### src/pwm_pkg.sv
// Package: register map, field layouts, reset values and enumerations for the PWM block
package pwm_pkg;
   localparam int CNT_W = 16;
   localparam logic [3:0] OFS_PERIOD = 4'h0;
   localparam logic [3:0] OFS_CMP_A = 4'h1;
   localparam logic [3:0] OFS_CMP_B = 4'h2;
   localparam logic [3:0] OFS_COUNT = 4'h3;
   localparam logic [3:0] OFS_TBCTL = 4'h4;
   localparam logic [3:0] OFS_CMPCTL = 4'h5;
   localparam logic [3:0] OFS_ACTA = 4'h6;
   localparam logic [3:0] OFS_ACTB = 4'h7;
   localparam logic [3:0] OFS_FORCE = 4'h8;
   localparam logic [3:0] OFS_STATUS = 4'h9;
   // Field positions in the action control word
   localparam int ACT_ZERO = 0;
   localparam int ACT_PERIOD = 2;
   localparam int ACT_A_UP = 4;
   localparam int ACT_A_DN = 6;
   localparam int ACT_B_UP = 8;
   localparam int ACT_B_DN = 10;
   localparam logic [1:0] ACT_NONE = 2'h0;
   localparam logic [1:0] ACT_CLEAR = 2'h1;
   localparam logic [1:0] ACT_SET = 2'h2;
   localparam logic [1:0] ACT_TOGGLE = 2'h3;
   localparam logic [11:0] ACT_RESET = 12'h000;
   localparam logic [CNT_W-1:0] PERIOD_RESET = 16'hFFFF;
   localparam logic [CNT_W-1:0] CMP_RESET = 16'h0000;
   localparam logic [1:0] MODE_UP = 2'h0;
   localparam logic [1:0] MODE_UPDOWN = 2'h2;
   localparam logic [1:0] MODE_STOP = 2'h3;
   localparam logic [1:0] MODE_RESET = 2'h3;
   localparam logic LOAD_ZERO = 1'b0;
   localparam logic LOAD_PERIOD = 1'b1;
endpackage

### src/pwm_cmp_if.sv
// Interface: counter state handed from the time base to the action channels
`timescale 1ns/10ps
interface pwm_cmp_if;
   logic [15:0] count;
   logic [15:0] period;
   logic up;
   logic updown;
   logic at_zero;
   logic at_period;
   modport src (output count, period, up, updown, at_zero, at_period);
   modport dst (input count, period, up, updown, at_zero, at_period);
endinterface

### src/pwm_action_ch.sv
// Action channel: event qualification and one output with shadowed compares
`timescale 1ns/10ps
module pwm_action_ch
(
   input wire logic MCLK,
   input wire logic RST_N,
   pwm_cmp_if.dst tb,
   input wire logic [15:0] cmp_a_value,
   input wire logic [15:0] cmp_b_value,
   input wire logic [11:0] action_ctrl,
   input wire logic [1:0] force_act,
   input wire logic force_stb,
   output logic pwm_out
);
   typedef struct packed
   {
      logic out;
   } ch_s;
   ch_s st_r;
   ch_s st_nxt;
   logic a_up_hit, a_dn_hit, b_up_hit, b_dn_hit;

   function automatic logic apply(input logic cur, input logic [1:0] act);
      case (act)
         pwm_pkg::ACT_CLEAR: apply = 1'b0;
         pwm_pkg::ACT_SET: apply = 1'b1;
         pwm_pkg::ACT_TOGGLE: apply = ~cur;
         default: apply = cur;
      endcase
   endfunction

   function automatic logic [1:0] fld(input logic [11:0] c, input logic hit, input int p);
      fld = hit ? c[p +: 2] : 2'h0;
   endfunction

   // Compare events use only active values; above-period compares never match up-count
   always_comb
   begin
      a_up_hit = 1'b0;
      a_dn_hit = 1'b0;
      b_up_hit = 1'b0;
      b_dn_hit = 1'b0;
      if (tb.updown)
      begin
         // Compares at or beyond period fire at the period turn both ways, for symmetry
         a_up_hit = (cmp_a_value >= tb.period) ? tb.at_period
                    : (tb.up && tb.count == cmp_a_value);
         a_dn_hit = (cmp_a_value >= tb.period) ? tb.at_period
                    : (!tb.up && tb.count == cmp_a_value);
         b_up_hit = (cmp_b_value >= tb.period) ? tb.at_period
                    : (tb.up && tb.count == cmp_b_value);
         b_dn_hit = (cmp_b_value >= tb.period) ? tb.at_period
                    : (!tb.up && tb.count == cmp_b_value);
      end
      else
      begin
         a_up_hit = (cmp_a_value <= tb.period) && (tb.count == cmp_a_value);
         b_up_hit = (cmp_b_value <= tb.period) && (tb.count == cmp_b_value);
      end
   end

   // Lowest priority applied first so later-in-time events overwrite it
   always_comb
   begin
      st_nxt = st_r;
      if (tb.updown)
      begin
         if (tb.up)
         begin
            // The period turn still reads as up, so its action sits lowest here
            st_nxt.out = apply(st_nxt.out,
                               fld(action_ctrl, tb.at_period, pwm_pkg::ACT_PERIOD));
            st_nxt.out = apply(st_nxt.out, fld(action_ctrl, a_dn_hit, pwm_pkg::ACT_A_DN));
            st_nxt.out = apply(st_nxt.out, fld(action_ctrl, b_dn_hit, pwm_pkg::ACT_B_DN));
            st_nxt.out = apply(st_nxt.out, fld(action_ctrl, tb.at_zero, pwm_pkg::ACT_ZERO));
            st_nxt.out = apply(st_nxt.out, fld(action_ctrl, a_up_hit, pwm_pkg::ACT_A_UP));
            st_nxt.out = apply(st_nxt.out, fld(action_ctrl, b_up_hit, pwm_pkg::ACT_B_UP));
         end
         else
         begin
            // Zero is reached while still counting down, so its action sits lowest here
            st_nxt.out = apply(st_nxt.out, fld(action_ctrl, tb.at_zero, pwm_pkg::ACT_ZERO));
            st_nxt.out = apply(st_nxt.out, fld(action_ctrl, a_up_hit, pwm_pkg::ACT_A_UP));
            st_nxt.out = apply(st_nxt.out, fld(action_ctrl, b_up_hit, pwm_pkg::ACT_B_UP));
            st_nxt.out = apply(st_nxt.out,
                               fld(action_ctrl, tb.at_period, pwm_pkg::ACT_PERIOD));
            st_nxt.out = apply(st_nxt.out, fld(action_ctrl, a_dn_hit, pwm_pkg::ACT_A_DN));
            st_nxt.out = apply(st_nxt.out, fld(action_ctrl, b_dn_hit, pwm_pkg::ACT_B_DN));
         end
      end
      else
      begin
         // Zero and period coincide in up mode only when period is 0, else they fall on adjacent ticks
         st_nxt.out = apply(st_nxt.out,
                            fld(action_ctrl, tb.at_zero, pwm_pkg::ACT_ZERO));
         st_nxt.out = apply(st_nxt.out, fld(action_ctrl, a_up_hit, pwm_pkg::ACT_A_UP));
         st_nxt.out = apply(st_nxt.out, fld(action_ctrl, b_up_hit, pwm_pkg::ACT_B_UP));
         st_nxt.out = apply(st_nxt.out,
                            fld(action_ctrl, tb.at_period, pwm_pkg::ACT_PERIOD));
      end
      if (force_stb)
         st_nxt.out = apply(st_nxt.out, force_act);
   end

   always_ff @(posedge MCLK or negedge RST_N)
   begin
      if (!RST_N)
         st_r <= '0;
      else
         st_r <= st_nxt;
   end

   assign pwm_out = st_r.out;
endmodule

### src/pwm_action_gen.sv
// Top: register file, time-base counter, compare shadowing and two action channels
`timescale 1ns/10ps
module pwm_action_gen
(
   input wire logic MCLK,
   input wire logic RST_N,
   input wire logic [3:0] ADDR,
   input wire logic [15:0] WDATA,
   input wire logic WR,
   input wire logic RD,
   output logic [15:0] RDATA,
   output logic PWM_OUT_A,
   output logic PWM_OUT_B
);
   typedef struct packed
   {
      logic [15:0] period_value;
      logic [15:0] period_shadow;
      logic [15:0] compare_a_value;
      logic [15:0] compare_a_shadow;
      logic [15:0] compare_b_value;
      logic [15:0] compare_b_shadow;
      logic [15:0] timebase_count;
      logic up;
      logic [1:0] count_direction_mode;
      logic period_buffer_select;
      logic compare_a_load_point;
      logic compare_b_load_point;
      logic compare_a_buffer_select;
      logic compare_b_buffer_select;
      logic [11:0] output_a_action_control;
      logic [11:0] output_b_action_control;
      logic [15:0] rdata;
   } top_s;
   top_s st_r;
   top_s st_nxt;
   logic run, at_zero, at_period, load_zero, load_per;
   logic force_a_stb, force_b_stb;

   pwm_cmp_if tbi();

   // Load point match; one of the two events happens at most once per period
   function automatic logic load_now(input logic sel, input logic z, input logic p);
      load_now = (sel == pwm_pkg::LOAD_PERIOD) ? p : z;
   endfunction

   assign run = st_r.count_direction_mode != pwm_pkg::MODE_STOP;
   assign at_zero = run && st_r.timebase_count == 16'h0000;
   assign at_period = run && st_r.timebase_count == st_r.period_value;
   assign load_zero = at_zero;
   assign load_per = at_period;
   assign force_a_stb = WR && ADDR == pwm_pkg::OFS_FORCE && WDATA[2];
   assign force_b_stb = WR && ADDR == pwm_pkg::OFS_FORCE && WDATA[5];

   always_comb
   begin
      st_nxt = st_r;
      // Time base
      if (st_r.count_direction_mode == pwm_pkg::MODE_UP)
      begin
         st_nxt.up = 1'b1;
         if (at_period || st_r.timebase_count > st_r.period_value)
            st_nxt.timebase_count = 16'h0000;
         else
            st_nxt.timebase_count = st_r.timebase_count + 16'h0001;
      end
      else if (st_r.count_direction_mode == pwm_pkg::MODE_UPDOWN)
      begin
         if (st_r.up && (at_period || st_r.timebase_count > st_r.period_value))
         begin
            st_nxt.up = 1'b0;
            st_nxt.timebase_count = st_r.timebase_count - 16'h0001;
         end
         else if (!st_r.up && at_zero)
         begin
            st_nxt.up = 1'b1;
            st_nxt.timebase_count = 16'h0001;
         end
         else if (st_r.up)
            st_nxt.timebase_count = st_r.timebase_count + 16'h0001;
         else
            st_nxt.timebase_count = st_r.timebase_count - 16'h0001;
      end
      // Period shadow follows the zero point
      if (st_r.period_buffer_select && load_zero)
         st_nxt.period_value = st_r.period_shadow;
      // Shadow transfer, old value stays in force until the load point passes
      if (st_r.compare_a_buffer_select
          && load_now(st_r.compare_a_load_point, load_zero, load_per))
         st_nxt.compare_a_value = st_r.compare_a_shadow;
      if (st_r.compare_b_buffer_select
          && load_now(st_r.compare_b_load_point, load_zero, load_per))
         st_nxt.compare_b_value = st_r.compare_b_shadow;
      // Register writes; a direct write beats a same-cycle shadow copy
      if (WR)
      begin
         case (ADDR)
            pwm_pkg::OFS_PERIOD:
            begin
               st_nxt.period_shadow = WDATA;
               if (!st_r.period_buffer_select)
                  st_nxt.period_value = WDATA;
            end
            pwm_pkg::OFS_CMP_A:
            begin
               st_nxt.compare_a_shadow = WDATA;
               if (!st_r.compare_a_buffer_select)
                  st_nxt.compare_a_value = WDATA;
            end
            pwm_pkg::OFS_CMP_B:
            begin
               st_nxt.compare_b_shadow = WDATA;
               if (!st_r.compare_b_buffer_select)
                  st_nxt.compare_b_value = WDATA;
            end
            pwm_pkg::OFS_COUNT:
            begin
               st_nxt.timebase_count = WDATA;
               st_nxt.up = 1'b1;
            end
            pwm_pkg::OFS_TBCTL:
            begin
               st_nxt.count_direction_mode = WDATA[1:0];
               st_nxt.period_buffer_select = WDATA[3];
            end
            pwm_pkg::OFS_CMPCTL:
            begin
               st_nxt.compare_a_load_point = WDATA[0];
               st_nxt.compare_b_load_point = WDATA[2];
               st_nxt.compare_a_buffer_select = WDATA[4];
               st_nxt.compare_b_buffer_select = WDATA[6];
            end
            pwm_pkg::OFS_ACTA: st_nxt.output_a_action_control = WDATA[11:0];
            pwm_pkg::OFS_ACTB: st_nxt.output_b_action_control = WDATA[11:0];
            default: ;
         endcase
      end
      // Read data stands only in the cycle after the strobe
      st_nxt.rdata = 16'h0000;
      if (RD)
      begin
         case (ADDR)
            pwm_pkg::OFS_PERIOD: st_nxt.rdata = st_r.period_value;
            pwm_pkg::OFS_CMP_A: st_nxt.rdata = st_r.compare_a_value;
            pwm_pkg::OFS_CMP_B: st_nxt.rdata = st_r.compare_b_value;
            pwm_pkg::OFS_COUNT: st_nxt.rdata = st_r.timebase_count;
            pwm_pkg::OFS_TBCTL:
               st_nxt.rdata = {12'h000, st_r.period_buffer_select, 1'b0,
                               st_r.count_direction_mode};
            pwm_pkg::OFS_CMPCTL:
               st_nxt.rdata = {9'h000, st_r.compare_b_buffer_select, 1'b0,
                               st_r.compare_a_buffer_select, 1'b0,
                               st_r.compare_b_load_point, 1'b0, st_r.compare_a_load_point};
            pwm_pkg::OFS_ACTA: st_nxt.rdata = {4'h0, st_r.output_a_action_control};
            pwm_pkg::OFS_ACTB: st_nxt.rdata = {4'h0, st_r.output_b_action_control};
            pwm_pkg::OFS_STATUS:
               st_nxt.rdata = {13'h0000, at_period, at_zero, st_r.up};
            default: st_nxt.rdata = 16'h0000;
         endcase
      end
   end

   always_ff @(posedge MCLK or negedge RST_N)
   begin
      if (!RST_N)
      begin
         st_r <= '0;
         st_r.period_value <= pwm_pkg::PERIOD_RESET;
         st_r.period_shadow <= pwm_pkg::PERIOD_RESET;
         st_r.compare_a_value <= pwm_pkg::CMP_RESET;
         st_r.compare_b_value <= pwm_pkg::CMP_RESET;
         st_r.up <= 1'b1;
         st_r.count_direction_mode <= pwm_pkg::MODE_RESET;
         st_r.output_a_action_control <= pwm_pkg::ACT_RESET;
         st_r.output_b_action_control <= pwm_pkg::ACT_RESET;
      end
      else
         st_r <= st_nxt;
   end

   assign tbi.count = st_r.timebase_count;
   assign tbi.period = st_r.period_value;
   assign tbi.up = st_r.up;
   assign tbi.updown = st_r.count_direction_mode == pwm_pkg::MODE_UPDOWN;
   assign tbi.at_zero = at_zero;
   assign tbi.at_period = at_period;

   // Each channel sees compare A in its A slots and compare B in its B slots, so either output can act on both compares
   pwm_action_ch ch_a
   (
      .MCLK(MCLK),
      .RST_N(RST_N),
      .tb(tbi),
      .cmp_a_value(st_r.compare_a_value),
      .cmp_b_value(st_r.compare_b_value),
      .action_ctrl(st_r.output_a_action_control),
      .force_act(WDATA[1:0]),
      .force_stb(force_a_stb),
      .pwm_out(PWM_OUT_A)
   );

   pwm_action_ch ch_b
   (
      .MCLK(MCLK),
      .RST_N(RST_N),
      .tb(tbi),
      .cmp_a_value(st_r.compare_a_value),
      .cmp_b_value(st_r.compare_b_value),
      .action_ctrl(st_r.output_b_action_control),
      .force_act(WDATA[4:3]),
      .force_stb(force_b_stb),
      .pwm_out(PWM_OUT_B)
   );

   assign RDATA = st_r.rdata;
endmodule

### src/pwm_switch_model.sv
// Partner: switch driver that measures pulse high time and period of its input
`timescale 1ns/10ps
module pwm_switch_model
(
   input wire logic clk,
   input wire logic rst_n,
   input wire logic drive,
   output logic [15:0] high_ticks,
   output logic [15:0] period_ticks
);
   logic last_r;
   logic [15:0] run_r;
   // Figures refresh only on edges, so a stuck output keeps stale values
   always_ff @(posedge clk or negedge rst_n)
      if (!rst_n)
      begin
         last_r <= 1'b0;
         run_r <= 16'h0000;
         high_ticks <= 16'h0000;
         period_ticks <= 16'h0000;
      end
      else
      begin
         last_r <= drive;
         run_r <= (drive && !last_r) ? 16'h0001 : run_r + 16'h0001;
         if (drive && !last_r)
            period_ticks <= run_r;
         if (!drive && last_r)
            high_ticks <= run_r;
      end
endmodule

### src/tb.sv
// Testbench: registers, waveform timing and forced actions of the PWM block
`timescale 1ns/10ps
module tb;
   logic mclk = 1'b0;
   logic rst_n = 1'b0;
   logic [3:0] addr = 4'h0;
   logic [15:0] wdata = 16'h0000;
   logic wr = 1'b0;
   logic rd = 1'b0;
   logic [15:0] rdata;
   logic out_a;
   logic out_b;
   logic [15:0] hi_a;
   logic [15:0] per_a;
   logic [15:0] hi_b;
   logic [15:0] per_b;
   logic [15:0] d;
   int bad_count = 0;
   int compares = 0;
   always #5 mclk = ~mclk;
   pwm_action_gen dut_u (.MCLK(mclk), .RST_N(rst_n), .ADDR(addr), .WDATA(wdata), .WR(wr),
      .RD(rd), .RDATA(rdata), .PWM_OUT_A(out_a), .PWM_OUT_B(out_b));
   pwm_switch_model sw_a_u (.clk(mclk), .rst_n(rst_n), .drive(out_a), .high_ticks(hi_a),
      .period_ticks(per_a));
   pwm_switch_model sw_b_u (.clk(mclk), .rst_n(rst_n), .drive(out_b), .high_ticks(hi_b),
      .period_ticks(per_b));
   task automatic check(input logic [15:0] got, input logic [15:0] exp);
      compares++;
      if (got !== exp)
      begin
         bad_count++;
         $display("mismatch at %0t: got %h expected %h", $time, got, exp);
      end
   endtask
   task automatic wr_reg(input logic [3:0] a, input logic [15:0] v);
      @(posedge mclk);
      wr <= 1'b1;
      addr <= a;
      wdata <= v;
      @(posedge mclk);
      wr <= 1'b0;
   endtask
   task automatic rd_reg(input logic [3:0] a);
      @(posedge mclk);
      rd <= 1'b1;
      addr <= a;
      @(posedge mclk);
      rd <= 1'b0;
      @(posedge mclk);
      d = rdata;
   endtask
   // Two reads on adjacent cycles; in up mode the second is one higher or wrapped
   task automatic count_step(input logic [15:0] p, input logic judge);
      logic [15:0] c0;
      @(posedge mclk);
      rd <= 1'b1;
      addr <= pwm_pkg::OFS_COUNT;
      repeat (2) @(posedge mclk);
      rd <= 1'b0;
      c0 = rdata;
      @(posedge mclk);
      if (judge)
         check(rdata, (c0 == p) ? 16'h0000 : c0 + 16'h0001);
   endtask
   task automatic pause(input int n);
      repeat (n) @(posedge mclk);
   endtask
   task automatic levels(input int n, input logic [1:0] e, input logic [1:0] m);
      repeat (n)
      begin
         @(posedge mclk);
         check({14'h0, {out_a, out_b} & m}, {14'h0, e & m});
      end
   endtask
   task automatic meas(input logic [15:0] ha, pa, hb, pb);
      check(hi_a, ha);
      check(per_a, pa);
      check(hi_b, hb);
      check(per_b, pb);
   endtask
   task automatic start(input logic [1:0] mode, input logic [15:0] p, ca, cb, aa, ab);
      wr_reg(pwm_pkg::OFS_TBCTL, {14'h0, pwm_pkg::MODE_STOP});
      wr_reg(pwm_pkg::OFS_PERIOD, p);
      wr_reg(pwm_pkg::OFS_CMP_A, ca);
      wr_reg(pwm_pkg::OFS_CMP_B, cb);
      wr_reg(pwm_pkg::OFS_ACTA, aa);
      wr_reg(pwm_pkg::OFS_ACTB, ab);
      wr_reg(pwm_pkg::OFS_COUNT, 16'h0000);
      wr_reg(pwm_pkg::OFS_TBCTL, {14'h0, mode});
   endtask
   task automatic test_reset();
      rd_reg(pwm_pkg::OFS_PERIOD);
      check(d, pwm_pkg::PERIOD_RESET);
      rd_reg(pwm_pkg::OFS_ACTA);
      check(d, {4'h0, pwm_pkg::ACT_RESET});
      rd_reg(pwm_pkg::OFS_ACTB);
      check(d, {4'h0, pwm_pkg::ACT_RESET});
      rd_reg(4'hF);
      check(d, 16'h0000);
      levels(8, 2'b00, 2'b11);
      $display("test reset done");
   endtask
   task automatic test_up();
      wr_reg(pwm_pkg::OFS_CMPCTL, 16'h0055);
      start(pwm_pkg::MODE_UP, 16'h0007, 16'h0003, 16'h0005, 16'h0012, 16'h0102);
      pause(40);
      meas(16'h0003, 16'h0008, 16'h0005, 16'h0008);
      count_step(16'h0007, 1'b1);
      rd_reg(pwm_pkg::OFS_STATUS);
      check(d & 16'h0001, 16'h0001);
      wr_reg(pwm_pkg::OFS_CMP_A, 16'h0008);
      wr_reg(pwm_pkg::OFS_ACTB, 16'h0009);
      pause(30);
      levels(20, 2'b10, 2'b10);
      check(hi_b, 16'h0001);
      $display("test up done");
   endtask
   task automatic test_updown();
      wr_reg(pwm_pkg::OFS_CMPCTL, 16'h0050);
      start(pwm_pkg::MODE_UPDOWN, 16'h0006, 16'h0002, 16'h0003, 16'h0060, 16'h0600);
      pause(50);
      meas(16'h0008, 16'h000C, 16'h0006, 16'h000C);
      count_step(16'h0006, 1'b0);
      wr_reg(pwm_pkg::OFS_CMP_A, 16'h0000);
      wr_reg(pwm_pkg::OFS_CMP_B, 16'h0006);
      pause(40);
      levels(24, 2'b01, 2'b11);
      $display("test updown done");
   endtask
   task automatic test_dual();
      wr_reg(pwm_pkg::OFS_CMPCTL, 16'h0000);
      start(pwm_pkg::MODE_UP, 16'h0009, 16'h0002, 16'h0006, 16'h0120, 16'h0003);
      pause(70);
      meas(16'h0004, 16'h000A, 16'h000A, 16'h0014);
      $display("test dual done");
   endtask
   // Period actions only work if the turn points reach the action logic
   task automatic test_asym();
      wr_reg(pwm_pkg::OFS_CMPCTL, 16'h0011);
      start(pwm_pkg::MODE_UPDOWN, 16'h0006, 16'h0001, 16'h0000, 16'h0024, 16'h0000);
      pause(50);
      check(hi_a, 16'h0005);
      check(per_a, 16'h000C);
      start(pwm_pkg::MODE_UP, 16'h0009, 16'h0003, 16'h0000, 16'h0024, 16'h0000);
      wr_reg(pwm_pkg::OFS_TBCTL, {12'h000, 1'b1, 1'b0, pwm_pkg::MODE_UP});
      wr_reg(pwm_pkg::OFS_PERIOD, 16'h000A);
      pause(40);
      check(hi_a, 16'h0007);
      check(per_a, 16'h000B);
      rd_reg(pwm_pkg::OFS_PERIOD);
      check(d, 16'h000A);
      $display("test asym done");
   endtask
   task automatic test_force();
      logic [15:0] cmd [8] = '{16'h002E, 16'h0030, 16'h0007, 16'h0028, 16'h0007, 16'h0005,
         16'h0004, 16'h0038};
      logic [1:0] exp [8] = '{2'b10, 2'b11, 2'b01, 2'b00, 2'b10, 2'b00, 2'b00, 2'b01};
      start(pwm_pkg::MODE_STOP, 16'h0009, 16'h0000, 16'h0000, 16'h0000, 16'h0000);
      for (int i = 0; i < 8; i++)
      begin
         wr_reg(pwm_pkg::OFS_FORCE, cmd[i]);
         levels(2, exp[i], 2'b11);
      end
      $display("test force done");
   endtask
   task automatic finish_test();
      $display("compares %0d mismatches %0d", compares, bad_count);
      if (bad_count == 0 && compares > 0)
         $display("Regression OK");
      else
         $display("Regression broken");
      $finish;
   endtask
   initial
   begin
      repeat (5) @(posedge mclk);
      rst_n <= 1'b1;
      test_reset();
      test_up();
      test_updown();
      test_dual();
      test_asym();
      test_force();
      finish_test();
   end
   // Whole run needs well under a thousand cycles
   initial
   begin
      repeat (4000) @(posedge mclk);
      bad_count++;
      finish_test();
   end
endmodule
### config.mk
export PLATFORM = sky130hd
export DESIGN_NAME = pwm_action_gen
export DESIGN_NICKNAME = d
export VERILOG_FILES = /design/src/pwm_pkg.sv /design/src/pwm_cmp_if.sv /design/src/pwm_action_ch.sv /design/src/pwm_action_gen.sv /design/src/pwm_switch_model.sv /design/src/tb.sv
export SDC_FILE = /design/constraint.sdc
export NUM_CORES = 1
export LEC_CHECK = 0
export BUFFER_PORTS_ARGS = -buffer_cell sky130_fd_sc_hd__buf_2
export CORE_ASPECT_RATIO = 1.5
export CORE_MARGIN = 1
export CORE_UTILIZATION = 45
export CTS_CLUSTER_DIAMETER = 60
export DETAILED_ROUTE_END_ITERATION = 7
export RECOVER_POWER = 100
export SETUP_SLACK_MARGIN = 0.5
export SYNTH_ARGS = -nofsm -noshare
export SYNTH_HDL_FRONTEND = slang
export SYNTH_SLANG_ARGS = --single-unit
### constraint.sdc
create_clock -name MCLK -period 4 [get_ports MCLK]
set_input_delay 0.4 -clock MCLK [delete_from_list [all_inputs] [get_ports MCLK]]
set_output_delay 0.4 -clock MCLK [all_outputs]
set_load 0.03 [all_outputs]
==> results of run 1 <==
[area by class of cell]
cell class | instances | share of cell area
clock buffers | 18 | 0.0340
clock inverters | 14 | 0.0152
inverters | 32 | 0.00951
multi-input cells | 847 | 0.511
flip-flops and latches | 162 | 0.325
well taps | 315 | 0.0312
repair buffers | 148 | 0.0750
[worst max-delay path, cell delays in order (launching register included)]
cell,delay (ns)
dfstp_2,0.54
inv_2,0.05
ha_4,0.22
nand4_4,0.12
nor3_2,0.06
or4_4,0.55
a211oi_4,0.28
buf_4,0.16
a21o_1,0.17
buf_6,0.12
a21boi_2,0.05
o21a_2,0.20
buf_4,0.14
o211a_1,0.19
a211o_1,0.29
mux2i_1,0.18
mux2i_1,0.11
o31ai_2,0.21
mux2i_1,0.20
[timing repair]
item                                    4_1_cts  5_1_grt
endpoints found under the setup margin       16       17
pin swaps                                    14       22
gates resized for setup                      21       40
setup buffers                                21        7
cloned                                        0        0
[sequential cells by signal (all words and copies together) (netlist names)]
signal	flops
ch_b.pwm_out	1
tbi.period	16
st_r	111
RDATA	16
ch_a.pwm_out	1
tbi.count	16
tbi.up	1
[routing by layer]
layer	vias to the layer above	GRT usage	share of wire
li1	4267	-	-
met1	4672	0.370	0.39
met2	317	0.532	0.50
met3	90	0.0426	0.049
met4	0	0.178	0.054
met5	-	0	0
[per-stage QoR]
step,total power [W],util,hold slack (ns)
after floorplan,0.00474,-,0.104
after global placement,0.00594,0.501,0.482
after detailed placement,0.00598,0.501,0.482
after CTS,0.00793,0.539,0.00666
after global routing,0.00859,0.546,0.267
final,0.00815,0.546,0.228
[cells in the final DEF, fill, tap and decap left out, types with 5 or more instances in the layout]
cell type,n
o31ai_1,7
nand2_1,112
xnor2_1,41
nand3_1,21
o21a_1,9
o211ai_1,10
ha_1,40
nand4_1,19
buf_4,92
nor2b_1,5
inv_1,22
a21oi_1,38
a22oi_1,33
a21oi_2,8
nor3_1,7
a221oi_2,7
nor4_1,5
nor3_2,6
nor3b_1,6
xor2_1,5
a222oi_1,6
buf_2,21
clkbuf_1,30
mux2_2,81
o21ai_0,87
inv_2,10
mux2i_1,65
nand2b_1,14
nand3_2,5
ha_4,10
a21o_1,8
dfrtp_1,127
o21ai_1,5
clkbuf_16,17
nor2_1,65
dfstp_2,35
a31oi_1,16
and3_1,18
[worst min path at each step]
stage                     cells after the start  slack, ns              to
after detailed placement                      1       0.48       RDATA[14]
final                                         3       0.23  tbi.period[15]
after global placement                        1       0.48       RDATA[14]
after CTS                                     1      0.007       RDATA[14]
after floorplan                               0       0.10        RDATA[0]
after global routing                          3       0.27  tbi.period[15]
[power groups by stage]
stage               Clock [W]  Combinational (W)  Sequential [W]
floorplan                   0            0.00226         0.00248
global placement            0            0.00318         0.00276
detailed placement          0            0.00321         0.00277
CTS                   0.00178            0.00341         0.00274
global route          0.00184            0.00394         0.00280
finish                0.00176            0.00363         0.00277
[kinds of logic (layout without fill, tap and decap cells)]
family | Yosys count | in the layout | synth area share
compound gates | 282 | 282 | 0.172
flops | 162 | 162 | 0.384
fa+ha+maj | 50 | 50 | 0.0586
simple gates | 320 | 320 | 0.147
buf+inv | 119 | 212 | 0.0504
xor+xnor | 46 | 46 | 0.0378
mux | 149 | 149 | 0.149
==> flow_summary.ini, run 1 <==
[floorplanning]
core_um2 = 23100
dieArea_um2 = 24300
initial_core_util = 0.461
num_rows = 68
fp.dieW_um = 128
io_pins = 42
dieHeight_um = 191

[power_and_ir_drop]
swShare = 0.408
p_int_w = 0.00483
peakVddDrop_uv = 406
power_density_nw_per_um2 = 646
p_comb_frac = 0.446
power_switching_w = 0.00333
p_clk_frac = 0.215
seq_power_share = 0.339
p_leak_nw = 5.54

[cells_and_area]
drive_above_1_share = 0.287
multiInputGateArea_um2 = 6450
num-fill-cells = 2156
n_antenna_cell = 0
area_delta_synth_final_pct = 18.4
fin_nets = 1282
fin_area_um2 = 12600
seq_area_um2 = 4100
layout.cells.non_filler = 1536

[cts]
cts_tree = built
clock_latency_ns = 0.45
clockRootBuffer = clkbuf_16
cts_buffers = 17
clock_path_buffers = 2
hold_buffers = 0
cts_sinks = 162
clk_pin_slew_ns = 0.07
htreeDepth = 4

[worst_setup_path]
required_ns = 4.38
r2r_slack_ns = 0.11
rr_startpoint = tbi.period[14]
setup.worst_path.start = tbi.period[14]
r2r_end = ch_b.pwm_out
crit_fanout = 4
ff2ff_path_depth = 18
endpoint = ch_b.pwm_out
crit_type = reg -> reg
end_kind = flip-flop
start_kind = flip-flop
arrival_ns = 4.27

[logic_synthesis]
synthCells = 1128
syn_area_per_cell_um2 = 9.46
synth-main-ff-cell = dfrtp_1
synth-seq-cells = 162
synth_fp_nets = 1202
ys_seq_area_frac = 0.384
synth-warning-count = 0
yosys.area.top_type = dfrtp_1
synth-edff-count = 0
synth_top_area_share = 0.298
async_reset_ff_frac = 1.00
synth_area_um2 = 10700
synth_common_cells = dfrtp_1, nand2_1, o21ai_0
synth.most_common_cell = dfrtp_1
yosys-top-cells-area = dfrtp_1, dfstp_2, mux2_2
yosysUniqueCellTypes = 68

[sta]
fmax_mhz = 257
max-slew-margin-rel = -0.312
period_minus_slack_ns = 3.89
timing.final.ws_setup_ns = 0.113
report.final.hold_viol_count = 0
fin_crit_sh = 0.972
tightest_slew_ns = 1.97
grt_setup_unrepaired = true
setup_viol = 0
drv_slew = 167
final.setup_skew_ns = 0.0114
fin_setup_tns_ns = 0

[drt]
dr_total_vias = 9346
drt.antenna.violating_nets = 0
drc = 1
wl_um = 36500
viasPerCell = 6.08
avgRoutedWirePerCell_um = 23.8
drtPass1Iterations = 8
drt_iter0_drc = 920

[outcome]
outcome = finished, violations left
violations = design-rule violations, max-capacitance violations, max-slew violations

[hold_path]
worst_hold_path_type = in -> reg
hp-start = WDATA[15]

[global_route]
antenna_found_initial = 0
grt_pass1_wl_um = 55100
grt_pass1_vias = 9152
grtUsageTotal = 0.310
grt-ovfl-total = 0
grt_max_degree = 80

[placed_design]
placed_cells = 1476
dpl_cell_area_um2 = 11600
dpl.hpwl_um = 27200
dp_slack_ns = -0.0782
io_buffers = 41
gp_congestion = 0.928

[run]
maxCapViolCount = 3
(Power assumes the default switching activity.)
==> inputs of run 2 (changes only) <==
--- a/config.mk
+++ b/config.mk
@@ -5,6 +5,7 @@
 export SDC_FILE = /design/constraint.sdc
 export NUM_CORES = 1
 export LEC_CHECK = 0
+export ABC_AREA = 1
 export BUFFER_PORTS_ARGS = -buffer_cell sky130_fd_sc_hd__buf_2
 export CORE_ASPECT_RATIO = 1.5
 export CORE_MARGIN = 1
==> run 2 against run 1 <==
- the run ends with max-capacitance violations, max-slew violations left
- cell area is 6.2% lower
- clock power up 5%
- non-clock buffer count decreased by 71
==> flow_summary.ini, run 2 <==
[logic_synthesis]
synth-main-ff-cell = dfrtp_1
yosys-top-cells-area = dfrtp_1, nand2_1, dfstp_2
synth_fp_nets = 1496
yosysUniqueCellTypes = 57
synthCells = 1422
synth_top_area_share = 0.297
synth_common_cells = nand2_1, inv_1, o21ai_0
ys_seq_area_frac = 0.383
synth-edff-count = 0
async_reset_ff_frac = 1.00
synth-seq-cells = 162
synth-warning-count = 0
synth_area_um2 = 10700
yosys.area.top_type = dfrtp_1
synth.most_common_cell = nand2_1
syn_area_per_cell_um2 = 7.52

[floorplanning]
dieArea_um2 = 24400
initial_core_util = 0.462
num_rows = 68
io_pins = 42
core_um2 = 23100
fp.dieW_um = 128
dieHeight_um = 191

[sta]
grt_setup_unrepaired = true
fin_setup_tns_ns = 0
period_minus_slack_ns = 3.51
setup_viol = 0
report.final.hold_viol_count = 0
max-slew-margin-rel = -0.478
tightest_slew_ns = 2.22
timing.final.ws_setup_ns = 0.491
drv_slew = 136
fin_crit_sh = 0.877
holdWs_ns = 0.221
fmax_mhz = 285
final.setup_skew_ns = 0.0121

[outcome]
outcome = finished, violations left
violations = max-capacitance violations, max-slew violations

[placed_design]
dp_slack_ns = 0.561
io_buffers = 41
dpl.hpwl_um = 29100
gp_congestion = 1.03

[drt]
drt_iter0_drc = 793
drt.antenna.violating_nets = 0
avgRoutedWirePerCell_um = 21.5
wl_um = 38100
dr_total_vias = 10100
drc = 0
viasPerCell = 5.73
drtPass1Iterations = 5

[cells_and_area]
top_register = st_r
area_delta_synth_final_pct = 10.8
final_common_cell = nand2_1
num-fill-cells = 2368
drive_above_1_share = 0.112
mostFrequentLayoutCells = nand2_1, inv_1, o21ai_0, dfrtp_1, nor2_1
fin_nets = 1516
largest_reg_flops = 111
n_antenna_cell = 0
final_util = 0.512

[worst_setup_path]
start_kind = input port
required_ns = 4.35
crit_type = in -> reg
crit_fanout = 49
end_kind = flip-flop
arrival_ns = 3.85

[power_and_ir_drop]
p_comb_frac = 0.433
p_int_w = 0.00467
p_leak_nw = 5.78
seq_power_share = 0.343
peakVddDrop_uv = 378
p_clk_frac = 0.224
swShare = 0.435
power_w = 0.00826
power_density_nw_per_um2 = 697
power_switching_w = 0.00359

[cts]
cts_buffers = 17
cts_tree = built
clock_path_buffers = 2
clock_latency_ns = 0.44
hold_buffers = 0
cts_sinks = 162
clk_pin_slew_ns = 0.06
clockRootBuffer = clkbuf_16
htreeDepth = 4

[hold_path]
worst_hold_path_type = in -> reg

[global_route]
grt_pass1_vias = 9841
grt_max_degree = 84
antenna_found_initial = 0
grtUsageTotal = 0.326
grt_pass1_wl_um = 58300
grt-ovfl-total = 0

[run]
maxCapViolCount = 3
[run 2: metrics by stage]
step | area (um2) | std cells
6_report | 11800 | 1770
5_1_grt | 11800 | 1770
4_1_cts | 11800 | 1763
3_5_place_dp | 11100 | 1731
3_3_place_gp | 11100 | 1731
2_1_floorplan | 10700 | 1422
[run 2: worst max-delay path, stage by stage]
cell and delay (ns):
clkbuf_1 0.11, nor2_1 0.07, inv_1 0.08, nor2_1 0.05, clkbuf_1 0.31, nand2_1 0.15, clkbuf_1 1.46, nor2_1 0.55
clkbuf_1 0.37, a21oi_1 0.26
[run 2: path summary, 6_finish.rpt]
path	endpoint	cells after the start	from	slack [ns]
min in group asynchronous	RDATA[11]	1	RST_N	0.59
worst min register to register	st_r[68]	2	st_r[68]	0.49
worst min-delay path	st_r[94]	3	WDATA[14]	0.22
worst max-delay path	tbi.period[1]	10	ADDR[3]	0.49
worst max register to register	ch_b.pwm_out	24	tbi.count[0]	0.52
max in group asynchronous	st_r[85]	2	RST_N	1.07
[run 2: cells by family (layout without fill, tap and decap cells)]
logic type / after synthesis / after routing / share of synthesized area
AO/OA/AOI/OAI: 344 / 344 / 0.188
XOR/XNOR: 45 / 45 / 0.0369
adder cells (fa/ha/maj): 50 / 50 / 0.0585
buffers and inverters: 273 / 306 / 0.105
flip-flops: 162 / 162 / 0.383
AND/OR/NAND/NOR: 548 / 548 / 0.228
[run 2: cell type report]
cell class              count  area, um2  share of cell area
clock inverters             8        175              0.0148
repair buffers             77        418              0.0353
clock buffers              24        482              0.0407
multi-input cells         987       5540               0.467
inverters                 197        743              0.0627
well taps                 315        394              0.0333
flip-flops and latches    162       4100               0.346
[run 2: metal layers]
layer  wire [um]  track usage  vias to the layer above
met5           0            0                        -
met4        2320        0.196                        0
met3        2310       0.0547                      118
met2       18200        0.538                      403
met1       15300        0.397                     4845
li1            -            -                     4772
[run 2: timing repair]
action / 4_1_cts / 5_1_grt
buffers inserted: 0 / 7
resized for setup: 0 / 20
hold endpoints to repair: 0 / 0
endpoints found under the setup margin: 0 / 9
[run 2: power by group through the flow]
stage	clock, W	sequential (W)	combinational [W]
after CTS	0.00187	0.00281	0.00349
after global placement	0	0.00283	0.00343
after floorplan	0	0.00255	0.00270
final	0.00185	0.00284	0.00358
after detailed placement	0	0.00284	0.00346
after global routing	0.00193	0.00289	0.00402
